`src/nemc_pkg.sv`:
```
// package for the narrow external memory control pin layer
// assumes a single clock domain (mclk) and no register bus
package nemc_pkg;
  // chip-space select field in the word address
  localparam int SPACE_FIELD_LO = 26;
  localparam int SPACE_FIELD_HI = 31;
  localparam int NUM_SPACES = 4;
  localparam int FIFO_SPACE = 3;
  // clock source strap codes
  localparam logic [1:0] CLK_SRC_PIN = 2'h0;
  localparam logic [1:0] CLK_SRC_DIV4 = 2'h1;
  localparam logic [1:0] CLK_SRC_DIV6 = 2'h2;
  localparam logic [1:0] CLK_SRC_RSVD = 2'h3;
  localparam logic [1:0] CLK_SRC_RESET = 2'h0;
  // divider of second output clock
  localparam logic [1:0] OUT_DIV_1 = 2'h0;
  localparam logic [1:0] OUT_DIV_2 = 2'h1;
  localparam logic [1:0] OUT_DIV_4 = 2'h2;
  // memory types of a space
  localparam logic [1:0] MEM_ASYNC = 2'h0;
  localparam logic [1:0] MEM_SDRAM = 2'h1;
  localparam logic [1:0] MEM_SYNC = 2'h2;
  // access timing, in interface clock ticks
  localparam logic [3:0] STROBE_TICKS = 4'h2;
  localparam logic [7:0] SDRAM_CAS_GAP = 8'h2;
  // reset values of strobes (active low, idle high)
  localparam logic STROBE_IDLE = 1'b1;
  localparam logic [3:0] SELECT_IDLE = 4'hf;

  typedef enum logic [5:0] {
    ST_IDLE = 6'b000001,
    ST_SETUP = 6'b000010,
    ST_STROBE = 6'b000100,
    ST_WAIT = 6'b001000,
    ST_HOLD = 6'b010000,
    ST_HOST = 6'b100000
  } nemc_state_type;
endpackage

```
`src/nemc_fifo.sv`:
```
// small request fifo, flip-flop storage
// assumes one clock; both sides use valid/ready
`timescale 1ns/1ns
module nemc_fifo #(
  parameter int WIDTH = 8,
  parameter int DEPTH = 4
) (
  input wire logic mclk,
  input wire logic rstn,
  input wire logic in_valid,
  output logic in_ready,
  input wire logic [WIDTH-1:0] in_data,
  output logic out_valid,
  input wire logic out_ready,
  output logic [WIDTH-1:0] out_data
);
  localparam int AW = (DEPTH > 1) ? $clog2(DEPTH) : 1;
  initial begin
    if (DEPTH < 2 || (DEPTH & (DEPTH - 1)) != 0 || WIDTH < 1)
      $error("nemc_fifo: depth must be a power of two of at least 2");
  end
  logic [WIDTH-1:0] mem_q [DEPTH];
  logic [AW:0] wr_q;
  logic [AW:0] rd_q;
  logic push;
  logic pop;
  assign in_ready = (wr_q - rd_q) != (AW+1)'(DEPTH);
  assign out_valid = wr_q != rd_q;
  assign push = in_valid && in_ready;
  assign pop = out_valid && out_ready;
  assign out_data = mem_q[rd_q[AW-1:0]];
  always_ff @(posedge mclk or negedge rstn) begin
    if (!rstn) begin
      wr_q <= '0;
    end else if (push) begin
      wr_q <= wr_q + 1'b1;
    end
  end
  always_ff @(posedge mclk or negedge rstn) begin
    if (!rstn) begin
      rd_q <= '0;
    end else if (pop) begin
      rd_q <= rd_q + 1'b1;
    end
  end
  always_ff @(posedge mclk) begin
    if (push) begin
      mem_q[wr_q[AW-1:0]] <= in_data;
    end
  end
endmodule // nemc_fifo

```
`src/nemc_ctrl.sv`:
```
// control-pin layer of a 16-bit external memory port
// assumes inputs synchronous to mclk; pins active low except clocks, async ready,
// pins_oe, access_done and the hold/bus handshake, which are active high in this model
`timescale 1ns/1ns
module nemc_ctrl #(
  parameter int FIFO_DEPTH = 4
) (
  input wire logic mclk,
  input wire logic rstn,
  input wire logic iface_clock_in,
  input wire logic [1:0] clock_select_straps,
  input wire logic [1:0] out_div_sel,
  input wire logic [7:0] space_mem_type,
  input wire logic [3:0] read_enable_select,
  input wire logic wide_mode,
  input wire logic req_valid,
  output logic req_ready,
  input wire logic [31:0] req_addr,
  input wire logic [1:0] req_size,
  input wire logic req_write,
  input wire logic req_periph,
  input wire logic host_hold_request,
  input wire logic async_ready_in,
  output logic [1:0] iface_clock_source_sel,
  output logic iface_clock_out_full,
  output logic iface_clock_out_div,
  output logic space_select_3,
  output logic space_select_2,
  output logic space_select_1,
  output logic space_select_0,
  output logic byte_lane_enable_1,
  output logic byte_lane_enable_0,
  output logic periph_direct_xfer,
  output logic host_hold_ack,
  output logic own_bus_request,
  output logic shared_strobe_a,
  output logic shared_strobe_b,
  output logic shared_strobe_w,
  output logic fifo_space_out_enable,
  output logic pins_oe,
  output logic access_done
);
  initial begin
    if (FIFO_DEPTH != 4)
      $error("nemc_ctrl: request buffer depth must be 4");
  end

  // request word: periph, write, size, addr
  localparam int RW = 36;
  logic [RW-1:0] fifo_out;
  logic fifo_valid;
  logic fifo_pop;
  logic [31:0] cur_addr;
  logic [1:0] cur_size;
  logic cur_write;
  logic cur_periph;

  nemc_fifo #(.WIDTH(RW), .DEPTH(FIFO_DEPTH)) u_fifo (
    .mclk(mclk),
    .rstn(rstn),
    .in_valid(req_valid),
    .in_ready(req_ready),
    .in_data({req_periph, req_write, req_size, req_addr}),
    .out_valid(fifo_valid),
    .out_ready(fifo_pop),
    .out_data(fifo_out)
  );
  assign {cur_periph, cur_write, cur_size, cur_addr} = fifo_out;

  // space index from the high word-address field; values beyond 3 fold down
  function automatic logic [1:0] space_of(input logic [31:0] a);
    logic [5:0] f;
    f = a[nemc_pkg::SPACE_FIELD_HI:nemc_pkg::SPACE_FIELD_LO];
    space_of = f[1:0];
  endfunction

  // byte enables, active low; 8-bit memory uses only lane 0
  function automatic logic [1:0] lanes_of(input logic a0, input logic [1:0] sz,
                                          input logic wide);
    if (!wide) begin
      lanes_of = 2'h2;
    end else if (sz != 2'h0) begin
      lanes_of = 2'h0;
    end else begin
      lanes_of = a0 ? 2'h1 : 2'h2;
    end
  endfunction

  // clock source strap capture, clocked at reset release
  logic strap_taken_q;
  logic [1:0] clk_src_q;
  always_ff @(posedge mclk or negedge rstn) begin
    if (!rstn) begin
      strap_taken_q <= 1'b0;
      clk_src_q <= nemc_pkg::CLK_SRC_RESET;
    end else if (!strap_taken_q) begin
      strap_taken_q <= 1'b1;
      // reserved code falls back to the pin
      if (clock_select_straps == nemc_pkg::CLK_SRC_RSVD) begin
        clk_src_q <= nemc_pkg::CLK_SRC_PIN;
      end else begin
        clk_src_q <= clock_select_straps;
      end
    end
  end
  assign iface_clock_source_sel = clk_src_q;

  // internal divide-by-4 and divide-by-6 of mclk as cpu clock stand-in
  logic [2:0] cpu_div_q;
  always_ff @(posedge mclk or negedge rstn) begin
    if (!rstn) begin
      cpu_div_q <= 3'h0;
    end else if (cpu_div_q == 3'h5) begin
      cpu_div_q <= 3'h0;
    end else begin
      cpu_div_q <= cpu_div_q + 3'h1;
    end
  end
  logic [1:0] cpu_div4_q;
  always_ff @(posedge mclk or negedge rstn) begin
    if (!rstn) begin
      cpu_div4_q <= 2'h0;
    end else begin
      cpu_div4_q <= cpu_div4_q + 2'h1;
    end
  end
  logic src_level;
  always_comb begin
    case (clk_src_q)
      nemc_pkg::CLK_SRC_DIV4: src_level = cpu_div4_q[1];
      nemc_pkg::CLK_SRC_DIV6: src_level = cpu_div_q >= 3'h3;
      default: src_level = iface_clock_in;
    endcase
  end
  // rising edge of the chosen source is the interface tick; pin is
  // sampled, so it must be well below half of mclk
  logic src_q;
  logic tick;
  always_ff @(posedge mclk or negedge rstn) begin
    if (!rstn) begin
      src_q <= 1'b0;
    end else begin
      src_q <= src_level;
    end
  end
  assign tick = src_level && !src_q;

  always_ff @(posedge mclk or negedge rstn) begin
    if (!rstn) begin
      iface_clock_out_full <= 1'b0;
    end else begin
      iface_clock_out_full <= src_level;
    end
  end
  logic [1:0] div_cnt_q;
  always_ff @(posedge mclk or negedge rstn) begin
    if (!rstn) begin
      div_cnt_q <= 2'h0;
    end else if (tick) begin
      div_cnt_q <= div_cnt_q + 2'h1;
    end
  end
  always_ff @(posedge mclk or negedge rstn) begin
    if (!rstn) begin
      iface_clock_out_div <= 1'b0;
    end else begin
      case (out_div_sel)
        nemc_pkg::OUT_DIV_2: iface_clock_out_div <= div_cnt_q[0];
        nemc_pkg::OUT_DIV_4: iface_clock_out_div <= div_cnt_q[1];
        default: iface_clock_out_div <= src_level;
      endcase
    end
  end

  // access sequencer, advancing on interface ticks
  nemc_pkg::nemc_state_type state_q;
  logic [3:0] cnt_q;
  logic [1:0] space;
  logic [1:0] mtype;
  logic rd_sel;
  assign space = space_of(cur_addr);
  assign mtype = space_mem_type[space*2 +: 2];
  assign rd_sel = read_enable_select[space];

  always_ff @(posedge mclk or negedge rstn) begin
    if (!rstn) begin
      state_q <= nemc_pkg::ST_IDLE;
      cnt_q <= 4'h0;
    end else if (tick) begin
      case (state_q)
        nemc_pkg::ST_IDLE: begin
          if (host_hold_request) begin
            state_q <= nemc_pkg::ST_HOST;
          end else if (fifo_valid) begin
            state_q <= nemc_pkg::ST_SETUP;
          end
        end
        nemc_pkg::ST_SETUP: begin
          state_q <= nemc_pkg::ST_STROBE;
          cnt_q <= nemc_pkg::STROBE_TICKS;
        end
        nemc_pkg::ST_STROBE: begin
          if (cnt_q > 4'h1) begin
            cnt_q <= cnt_q - 4'h1;
          end else if (mtype == nemc_pkg::MEM_ASYNC && !async_ready_in) begin
            state_q <= nemc_pkg::ST_WAIT;
          end else begin
            state_q <= nemc_pkg::ST_HOLD;
          end
        end
        nemc_pkg::ST_WAIT: begin
          // strobe stays low until ready is seen high
          if (async_ready_in) begin
            state_q <= nemc_pkg::ST_HOLD;
          end
        end
        nemc_pkg::ST_HOLD: state_q <= nemc_pkg::ST_IDLE;
        nemc_pkg::ST_HOST: begin
          if (!host_hold_request) begin
            state_q <= nemc_pkg::ST_IDLE;
          end
        end
        default: state_q <= nemc_pkg::ST_IDLE;
      endcase
    end
  end
  assign fifo_pop = tick && state_q == nemc_pkg::ST_HOLD;
  assign access_done = fifo_pop;

  logic in_access;
  logic strobing;
  assign in_access = state_q == nemc_pkg::ST_SETUP || state_q == nemc_pkg::ST_STROBE ||
                     state_q == nemc_pkg::ST_WAIT || state_q == nemc_pkg::ST_HOLD;
  assign strobing = state_q == nemc_pkg::ST_STROBE || state_q == nemc_pkg::ST_WAIT;

  // pin registers
  always_ff @(posedge mclk or negedge rstn) begin
    if (!rstn) begin
      {space_select_3, space_select_2, space_select_1, space_select_0} <=
        nemc_pkg::SELECT_IDLE;
    end else if (in_access) begin
      // one-hot low: only one space at a time
      {space_select_3, space_select_2, space_select_1, space_select_0} <=
        ~(4'h1 << space);
    end else begin
      {space_select_3, space_select_2, space_select_1, space_select_0} <=
        nemc_pkg::SELECT_IDLE;
    end
  end

  always_ff @(posedge mclk or negedge rstn) begin
    if (!rstn) begin
      {byte_lane_enable_1, byte_lane_enable_0} <= 2'h3;
    end else if (in_access) begin
      // same pins serve as write enables and SDRAM mask
      {byte_lane_enable_1, byte_lane_enable_0} <=
        lanes_of(cur_addr[0], cur_size, wide_mode);
    end else begin
      {byte_lane_enable_1, byte_lane_enable_0} <= 2'h3;
    end
  end

  always_ff @(posedge mclk or negedge rstn) begin
    if (!rstn) begin
      periph_direct_xfer <= nemc_pkg::STROBE_IDLE;
    end else begin
      periph_direct_xfer <= !(in_access && cur_periph);
    end
  end

  always_ff @(posedge mclk or negedge rstn) begin
    if (!rstn) begin
      host_hold_ack <= 1'b0;
    end else begin
      host_hold_ack <= state_q == nemc_pkg::ST_HOST;
    end
  end

  always_ff @(posedge mclk or negedge rstn) begin
    if (!rstn) begin
      own_bus_request <= 1'b0;
    end else begin
      // asked while held off so the host can yield
      own_bus_request <= fifo_valid;
    end
  end

  always_ff @(posedge mclk or negedge rstn) begin
    if (!rstn) begin
      pins_oe <= 1'b1;
    end else begin
      pins_oe <= state_q != nemc_pkg::ST_HOST;
    end
  end

  // shared strobes; sdram here is a single-command model, no refresh
  logic a_d;
  logic b_d;
  logic w_d;
  always_comb begin
    a_d = nemc_pkg::STROBE_IDLE;
    b_d = nemc_pkg::STROBE_IDLE;
    w_d = nemc_pkg::STROBE_IDLE;
    case (mtype)
      nemc_pkg::MEM_ASYNC: begin
        a_d = !(strobing && !cur_write);
        b_d = !(in_access && !cur_write);
        w_d = !(strobing && cur_write);
      end
      nemc_pkg::MEM_SDRAM: begin
        a_d = !(state_q == nemc_pkg::ST_STROBE);
        b_d = !(state_q == nemc_pkg::ST_SETUP);
        w_d = !(state_q == nemc_pkg::ST_STROBE && cur_write);
      end
      nemc_pkg::MEM_SYNC: begin
        if (rd_sel) begin
          a_d = !(strobing && !cur_write);
        end else begin
          a_d = !(state_q == nemc_pkg::ST_SETUP);
        end
        b_d = !(strobing && !cur_write);
        w_d = !(strobing && cur_write);
      end
      default: begin
        a_d = nemc_pkg::STROBE_IDLE;
      end
    endcase
  end

  always_ff @(posedge mclk or negedge rstn) begin
    if (!rstn) begin
      shared_strobe_a <= nemc_pkg::STROBE_IDLE;
      shared_strobe_b <= nemc_pkg::STROBE_IDLE;
      shared_strobe_w <= nemc_pkg::STROBE_IDLE;
    end else begin
      shared_strobe_a <= a_d;
      shared_strobe_b <= b_d;
      shared_strobe_w <= w_d;
    end
  end

  always_ff @(posedge mclk or negedge rstn) begin
    if (!rstn) begin
      fifo_space_out_enable <= nemc_pkg::STROBE_IDLE;
    end else begin
      fifo_space_out_enable <= !(mtype == nemc_pkg::MEM_SYNC && strobing && !cur_write &&
                                 space == 2'(nemc_pkg::FIFO_SPACE));
    end
  end
endmodule // nemc_ctrl

```
`config.mk`:
```
export PLATFORM = sky130hd
export DESIGN_NAME = nemc_ctrl
export DESIGN_NICKNAME = d
export VERILOG_FILES = /design/src/nemc_pkg.sv /design/src/nemc_fifo.sv /design/src/nemc_ctrl.sv
export SDC_FILE = /design/constraint.sdc
export NUM_CORES = 1
export LEC_CHECK = 0
export ABC_AREA = 0
export BUFFER_PORTS_ARGS = -buffer_cell sky130_fd_sc_hd__buf_2
export CAP_MARGIN = 20
export CORE_MARGIN = 4
export CORE_UTILIZATION = 55
export CTS_BUF_LIST = sky130_fd_sc_hd__clkbuf_8
export CTS_CLUSTER_SIZE = 14
export DETAILED_ROUTE_END_ITERATION = 10
export GPL_ROUTABILITY_DRIVEN = 0
export GPL_TIMING_DRIVEN = 0
export PLACE_DENSITY = 0.83
export SLEW_MARGIN = 10
export SYNTH_ARGS = -nofsm -noshare
export SYNTH_HDL_FRONTEND = slang
export SYNTH_SLANG_ARGS = --single-unit
```
`constraint.sdc`:
```
create_clock -name mclk -period 2.7 [get_ports mclk]
set_input_delay 0.675 -clock mclk [delete_from_list [all_inputs] [get_ports mclk]]
set_output_delay 0.675 -clock mclk [all_outputs]
set_load 0.005 [all_outputs]
```
==> results of run 1 <==
[worst paths after layout]
| kind | from | end | slack, ns | cells after the start |
|---|---|---|---|---|
| max | iface_clock_source_sel[1]$_DFFE_PN0N_ | access_done | 0.06 | 6 |
| min | cpu_div4_q[0]$_DFF_PN0_ | cpu_div4_q[0]$_DFF_PN0_ | 0.44 | 1 |
| max reg2reg | u_fifo.rd_q[1]$_DFFE_PN0P_ | state_q[1]$_DFFE_PN0P_ | 0.15 | 7 |
| min reg2reg | cpu_div4_q[0]$_DFF_PN0_ | cpu_div4_q[0]$_DFF_PN0_ | 0.44 | 1 |
| max in group asynchronous | rstn | state_q[3]$_DFFE_PN0P_ | 1.69 | 1 |
| min in group asynchronous | rstn | iface_clock_out_full$_DFF_PN0_ | 0.45 | 1 |
[Yosys cell counts, types with 2 or more instances]
cell type / instances
xor2_1: 2
nand2_1: 14
mux2i_2: 2
buf_6: 2
dfrtp_1: 29
ha_1: 14
nand3_1: 7
and2_1: 6
mux4_1: 3
edfxtp_1: 28
or4_1: 3
xnor2_1: 7
nor4_1: 3
nor2b_1: 5
mux4_2: 2
o21ai_0: 9
inv_1: 18
mux2i_1: 8
a211oi_1: 2
buf_2: 3
nand4_1: 2
nor2_1: 8
nor3_1: 5
nand2b_1: 7
mux2_2: 5
dfstp_2: 13
a21oi_1: 9
nor3b_1: 2
and3_1: 3
[power by group through the flow]
stage	logic [W]	clock network [W]	registers (W)
2_1_floorplan	0.000996	0	0.00154
3_3_place_gp	0.00125	0	0.00155
3_5_place_dp	0.00130	0	0.00157
4_1_cts	0.00132	0.000852	0.00155
5_1_grt	0.00149	0.000910	0.00158
6_report	0.00132	0.000839	0.00155
[routing by layer]
layer	GRT usage [%]	up-vias
met5	0	-
met1	22.6	972
li1	-	1027
met3	4.76	8
met2	27.0	42
met4	8.63	0
[timing repair]
item | CTS | global route
setup buffers | 0 | 3
hold buffers | 0 | 0
gates resized for setup | 6 | 3
endpoints found under the setup margin | 1 | 1
pin swaps | 2 | 2
[worst max-delay path: cells and delay by family (launching register included)]
| kind | cells | cell delay (ns) |
|---|---|---|
| adder cells (fa/ha/maj) | 1 | 0.34 |
| AO/OA/AOI/OAI | 1 | 0.29 |
| AND/OR/NAND/NOR | 2 | 0.28 |
| flip-flops | 1 | 0.42 |
| buffers and inverters | 2 | 0.30 |
[metrics by stage]
stage / power (W) / worst slack [ns] / cell area (sq um) / TNS [ns] / cells
after global placement: 0.00280 / 0.217 / 3590 / 0 / 369
after CTS: 0.00372 / 0.00844 / 3820 / 0 / 385
after detailed placement: 0.00286 / 0.180 / 3590 / 0 / 369
final: 0.00370 / 0.0606 / 3850 / 0 / 388
after floorplan: 0.00253 / 0.486 / 3260 / 0 / 248
after global routing: 0.00398 / -0.0313 / 3850 / -0.0313 / 388
[cell families (layout without fill, tap and decap cells)]
family / after synthesis / count (layout) / synth area share, %
XOR/XNOR: 9 / 9 / 2.42
flip-flops: 70 / 70 / 58.5
adder cells (fa/ha/maj): 14 / 14 / 5.37
other: 1 / 1 / 0.115
AO/OA/AOI/OAI: 35 / 35 / 7.45
multiplexers: 22 / 22 / 9.98
buffers and inverters: 24 / 92 / 3.34
AND/OR/NAND/NOR: 73 / 73 / 12.8
[layout make-up]
class                   instances  area (sq um)  share of cell area (%)
plain buffers                   6          51.3                    1.33
clock buffers                   9           124                    3.21
clock inverters                 7          73.8                    1.92
inverters                      18          67.6                    1.75
multi-input cells             154          1270                    33.0
flip-flops and latches         70          1910                    49.5
well taps                      72          90.1                    2.34
repair buffers                 52           268                    6.95
[flip-flops by register name, summed over array words and instances, names as in the netlist, 2 cells and up]
| signal | cells |
|---|---|
| cnt_q | 4 |
| u_fifo.rd_q | 3 |
| cpu_div4_q | 2 |
| div_cnt_q | 2 |
| u_fifo.mem_q | 28 |
| iface_clock_source_sel | 2 |
| state_q | 6 |
| u_fifo.wr_q | 3 |
| cpu_div_q | 3 |
==> impl_metrics.py, run 1 <==
metrics = {
    "run_status": {
        "status": "completed",
    },
    "synth": {
        "async_reset_ff_share_pct": 60.0,
        "synth_seq_cells": 70,
        "postSynthAreaPerCell_sq_um": 13.1,
        "syn_nets": 321,
        "netlist_instances": 248,
        "yosysSeqAreaShare_pct": 58.5,
        "synth.area.top_cells": "edfxtp_1 (26%), dfrtp_1 (22%), dfstp_2 (10%), ha_1 (5.4%), mux2i_1 (2.5%)",
        "yosysTopAreaCell": "edfxtp_1",
        "ys.flop_type": "dfrtp_1",
        "synth.distinct_cells": 56,
        "syn_area_sq_mm": 0.00326,
        "ys_warn_count": 0,
        "synth_edf_count": 28,
        "yosysTopAreaCellShare_pct": 25.8,
    },
    "detailed_routing": {
        "first_pass_iters": 4,
        "ant_nets": 0,
        "wl_met1_mm": 2.61,
        "drt_iter0_markers": 75,
        "wl_per_cell_microns": 14.8,
        "routed_via_density": 5.28,
        "dr.max_layer_used": "met4",
        "route.detailed.drc": 0,
        "vias": 2049,
        "wl_met3_microns": 251,
        "routed_wl_mm": 5.74,
        "wl_met2_mm": 2.78,
    },
    "floorplanning": {
        "core_area_sq_mm": 0.00564,
        "start_util_pct": 57.8,
        "die_h_microns": 85.0,
        "dieArea_sq_mm": 0.00722,
        "die_w_microns": 85.0,
        "fp-row-count": 27,
        "ios": 79,
    },
    "cells_and_area": {
        "layout_common_cells": "buf_2 (52), dfrtp_1 (29), edfxtp_1 (28), inv_1 (18)",
        "utilization_pct": 68.3,
        "fillers": 382,
        "drive_above_1_share_pct": 35.1,
        "nets": 384,
        "n_antenna_cell": 0,
        "final_common_cell": "buf_2",
        "syn2layout_area_growth_pct": 18.2,
    },
    "grt": {
        "grtUsageTotal_pct": 17.4,
        "grt_pass1_wl_mm": 9.78,
        "grt-ovfl-total": 0,
        "grt_pass1_vias": 2078,
        "grt_max_degree": 43,
        "antenna_found_initial": 0,
    },
    "clock_network": {
        "clk_pin_slew_ns": 0.08,
        "cts_root_buf": "clkbuf_8",
        "numCtsBuffers": 9,
        "cts_tree": "yes",
        "clockBufferDepth": 2,
        "clock-sinks": 70,
        "htreeDepth": 3,
        "clkLatencyLatePin_ns": 0.34,
    },
    "worst_setup_path": {
        "crit_fanout": 4,
        "required_ns": 2.03,
        "worst_setup_path_start_kind": "flop",
        "crit_slowest_cell": "dfrtp_1",
        "cp_data_arrival_time_ns": 1.96,
        "cpPeakStageDelay_ns": 0.42,
        "end_kind": "output pin",
        "cp_cell_sequence": "ha_1, nor2b_4, a211oi_2, clkbuf_8, and2_1, buf_2",
        "path_class": "reg2out",
    },
    "power_and_ir_drop": {
        "vdd_drop_max_uv": 545,
        "p_int_w": 0.00244,
        "pwr-share-clk_pct": 22.6,
        "leakagePower_nw": 1.63,
        "combPwrFrac_pct": 35.6,
        "cellPowerDensity_mw_per_mm2": 961,
        "p_seq_share_pct": 41.8,
        "switching_share_pct": 34.1,
        "p_switching_w": 0.00126,
    },
    "timing": {
        "hold_viol": 0,
        "setup_viol": 0,
        "worst_clock_skew_ns": 0.00901,
        "fmax_mhz": 379,
        "hold_slack_ns": 0.442,
        "tightest_slew_ns": 0.896,
        "period_needed_ns": 2.64,
        "slew_viol_final": 0,
        "slew_headroom_pct": 40.2,
        "post-route-period-util_pct": 97.8,
    },
    "hold_path": {
        "hold_path_class": "reg2reg",
    },
    "flow_run": {
        "drv_cap": 0,
    },
    "placed_design": {
        "portBuffers": 49,
        "hpwlAfterDp_mm": 4.04,
    },
}
No activity file was read; power rests on OpenSTA's default activity.
==> inputs of run 2 (changes only) <==
--- a/config.mk
+++ b/config.mk
@@ -15,7 +15,7 @@
 export DETAILED_ROUTE_END_ITERATION = 10
 export GPL_ROUTABILITY_DRIVEN = 0
 export GPL_TIMING_DRIVEN = 0
-export PLACE_DENSITY = 0.83
+export PLACE_DENSITY_LB_ADDON = 0.1
 export SLEW_MARGIN = 10
 export SYNTH_ARGS = -nofsm -noshare
 export SYNTH_HDL_FRONTEND = slang
==> impl_metrics.py, run 2 (synthesized netlist as in run 1, its figures left out) <==
metrics = {
    "run_status": {
        "status": "completed",
    },
    "worst_setup_path": {
        "r2r-start": "u_fifo.rd_q[1]$_DFFE_PN0P_",
        "crit_fanout": 10,
        "cp_data_arrival_time_ns": 1.96,
        "crit_slowest_cell": "dfrtp_1",
        "worst_setup_path_start_kind": "flop",
        "cpPeakStageDelay_ns": 0.39,
        "path_depth": 7,
        "regToRegSetupSlack_ns": 0.32,
        "r2r_end": "u_fifo.mem_q[3][26]$_DFFE_PP_",
        "cp.buffers_inverters": 2,
        "path_class": "reg2out",
        "cp_cell_sequence": "and2_1, ha_1, o31ai_4, a211oi_2, buf_4, and2_1, buf_2",
        "cp_common_cell": "and2_1",
        "required_ns": 2.03,
        "critical-path-top-delay-family": "flip-flops",
        "reg2reg_depth": 7,
        "end_kind": "output pin",
    },
    "detailed_routing": {
        "vias": 2096,
        "route.detailed.drc": 0,
        "ant_nets": 0,
        "first_pass_iters": 4,
        "routed_wl_mm": 5.75,
        "routed_via_density": 5.44,
        "drt_iter0_markers": 88,
        "wl_per_cell_microns": 14.9,
    },
    "grt": {
        "grt-ovfl-total": 0,
        "grt_pass1_vias": 2175,
        "grt_max_degree": 43,
        "grt_pass1_wl_mm": 10.2,
        "antenna_found_initial": 0,
        "grtUsageTotal_pct": 17.8,
    },
    "cells_and_area": {
        "nets": 381,
        "drive_above_1_share_pct": 33.9,
        "final_common_cell": "buf_2",
        "largest_reg_flops": 28,
        "syn2layout_area_growth_pct": 16.4,
        "design_area_sq_mm": 0.00379,
        "layout_common_cells": "buf_2 (52), dfrtp_1 (29), edfxtp_1 (28), inv_1 (18)",
        "n_antenna_cell": 0,
        "fillers": 415,
        "utilization_pct": 67.2,
    },
    "power_and_ir_drop": {
        "leakagePower_nw": 1.59,
        "combPwrFrac_pct": 36.3,
        "switching_share_pct": 34.7,
        "pwr-share-clk_pct": 20.4,
        "p_int_w": 0.00233,
        "vdd_drop_max_uv": 569,
        "p_switching_w": 0.00124,
        "p_seq_share_pct": 43.3,
        "cellPowerDensity_mw_per_mm2": 942,
    },
    "timing": {
        "rsz0062_at_grt": "true",
        "slew_headroom_pct": 38.4,
        "fmax_mhz": 380,
        "tightest_slew_ns": 0.924,
        "period_needed_ns": 2.63,
        "setup_viol": 0,
        "slew_viol_final": 0,
        "hold_slack_ns": 0.443,
        "post-route-period-util_pct": 97.5,
        "worst_clock_skew_ns": 0.00553,
        "worst_slack_ns": 0.0688,
        "hold_viol": 0,
    },
    "floorplanning": {
        "core_area_sq_mm": 0.00564,
        "fp-row-count": 27,
        "start_util_pct": 57.8,
        "die_w_microns": 85.0,
        "ios": 79,
        "dieArea_sq_mm": 0.00722,
        "die_h_microns": 85.0,
    },
    "placed_design": {
        "pre_cts_slack_ns": 0.204,
        "hpwlAfterDp_mm": 4.12,
        "portBuffers": 49,
        "place_area_sq_mm": 0.00359,
    },
    "hold_path": {
        "holdCritStartpoint": "cpu_div4_q[0]$_DFF_PN0_",
        "hold_path_class": "reg2reg",
        "whs_endpoint": "cpu_div4_q[0]$_DFF_PN0_",
        "hold_depth": 1,
    },
    "flow_run": {
        "drv_cap": 0,
    },
    "clock_network": {
        "cts_tree": "yes",
        "clk_pin_slew_ns": 0.07,
        "cts_root_buf": "clkbuf_8",
        "post-cts-setup-buffers": 0,
        "ctsHoldBuffers": 0,
        "clock-sinks": 70,
        "htreeDepth": 3,
        "clkLatencyLatePin_ns": 0.33,
        "numCtsBuffers": 9,
        "clockBufferDepth": 2,
    },
}
## run 2: cell count changes in the layout (fill, tap and decap cells not counted), sizes merged
cell / delta
buf: -2
bufinv: -1
clkbuf: -1
clkinv: -1
clkinvlp: +2
## run 2: repair_timing
item                                    in CTS  in global routing
endpoints found under the setup margin       1                  5
pin swaps                                    0                  1
gates cloned                                 0                  0
gates resized for setup                      3                  4
## run 2: routing by layer
metal,vias up,share of wire [%],GRT usage [%]
li1,1028,-,-
met1,1011,44,22.8
met2,52,50,28.4
met3,5,5.2,4.95
met4,0,1.3,7.91
met5,-,0,0
## run 2: worst max path at each step
stage                  end                   start  slack (ns)
6_report       access_done  cpu_div_q[0]$_DFF_PN0_        0.07
2_1_floorplan  access_done  cpu_div_q[0]$_DFF_PN0_        0.49
3_3_place_gp   access_done  cpu_div_q[0]$_DFF_PN0_        0.21
4_1_cts        access_done  cpu_div_q[0]$_DFF_PN0_       0.006
5_1_grt        access_done  cpu_div_q[0]$_DFF_PN0_       -0.05
3_5_place_dp   access_done  cpu_div_q[0]$_DFF_PN0_        0.20
## run 2: power by group through the flow
stage | Combinational (W) | Clock (W) | Sequential (W)
CTS | 0.00131 | 0.000749 | 0.00154
finish | 0.00130 | 0.000730 | 0.00155
global placement | 0.00128 | 0 | 0.00156
detailed placement | 0.00130 | 0 | 0.00157
floorplan | 0.000996 | 0 | 0.00154
global route | 0.00148 | 0.000809 | 0.00158
## run 2: final cells by class
class,instances,area (sq um),area share [%]
Clock inverter,7,50.0,1.32
Timing Repair Buffer,49,245,6.47
Tap cell,72,90.1,2.38
Buffer,6,45.0,1.19
Multi-Input combinational cell,154,1260,33.3
Inverter,18,67.6,1.78
Clock buffer,9,124,3.27
Sequential cell,70,1910,50.3
## run 2: per-stage QoR
stage	instances	total power [W]	setup TNS, ns
2_1_floorplan	248	0.00253	0
3_3_place_gp	369	0.00283	0
3_5_place_dp	369	0.00287	0
4_1_cts	385	0.00360	0
5_1_grt	385	0.00387	-0.0470
6_report	385	0.00357	0
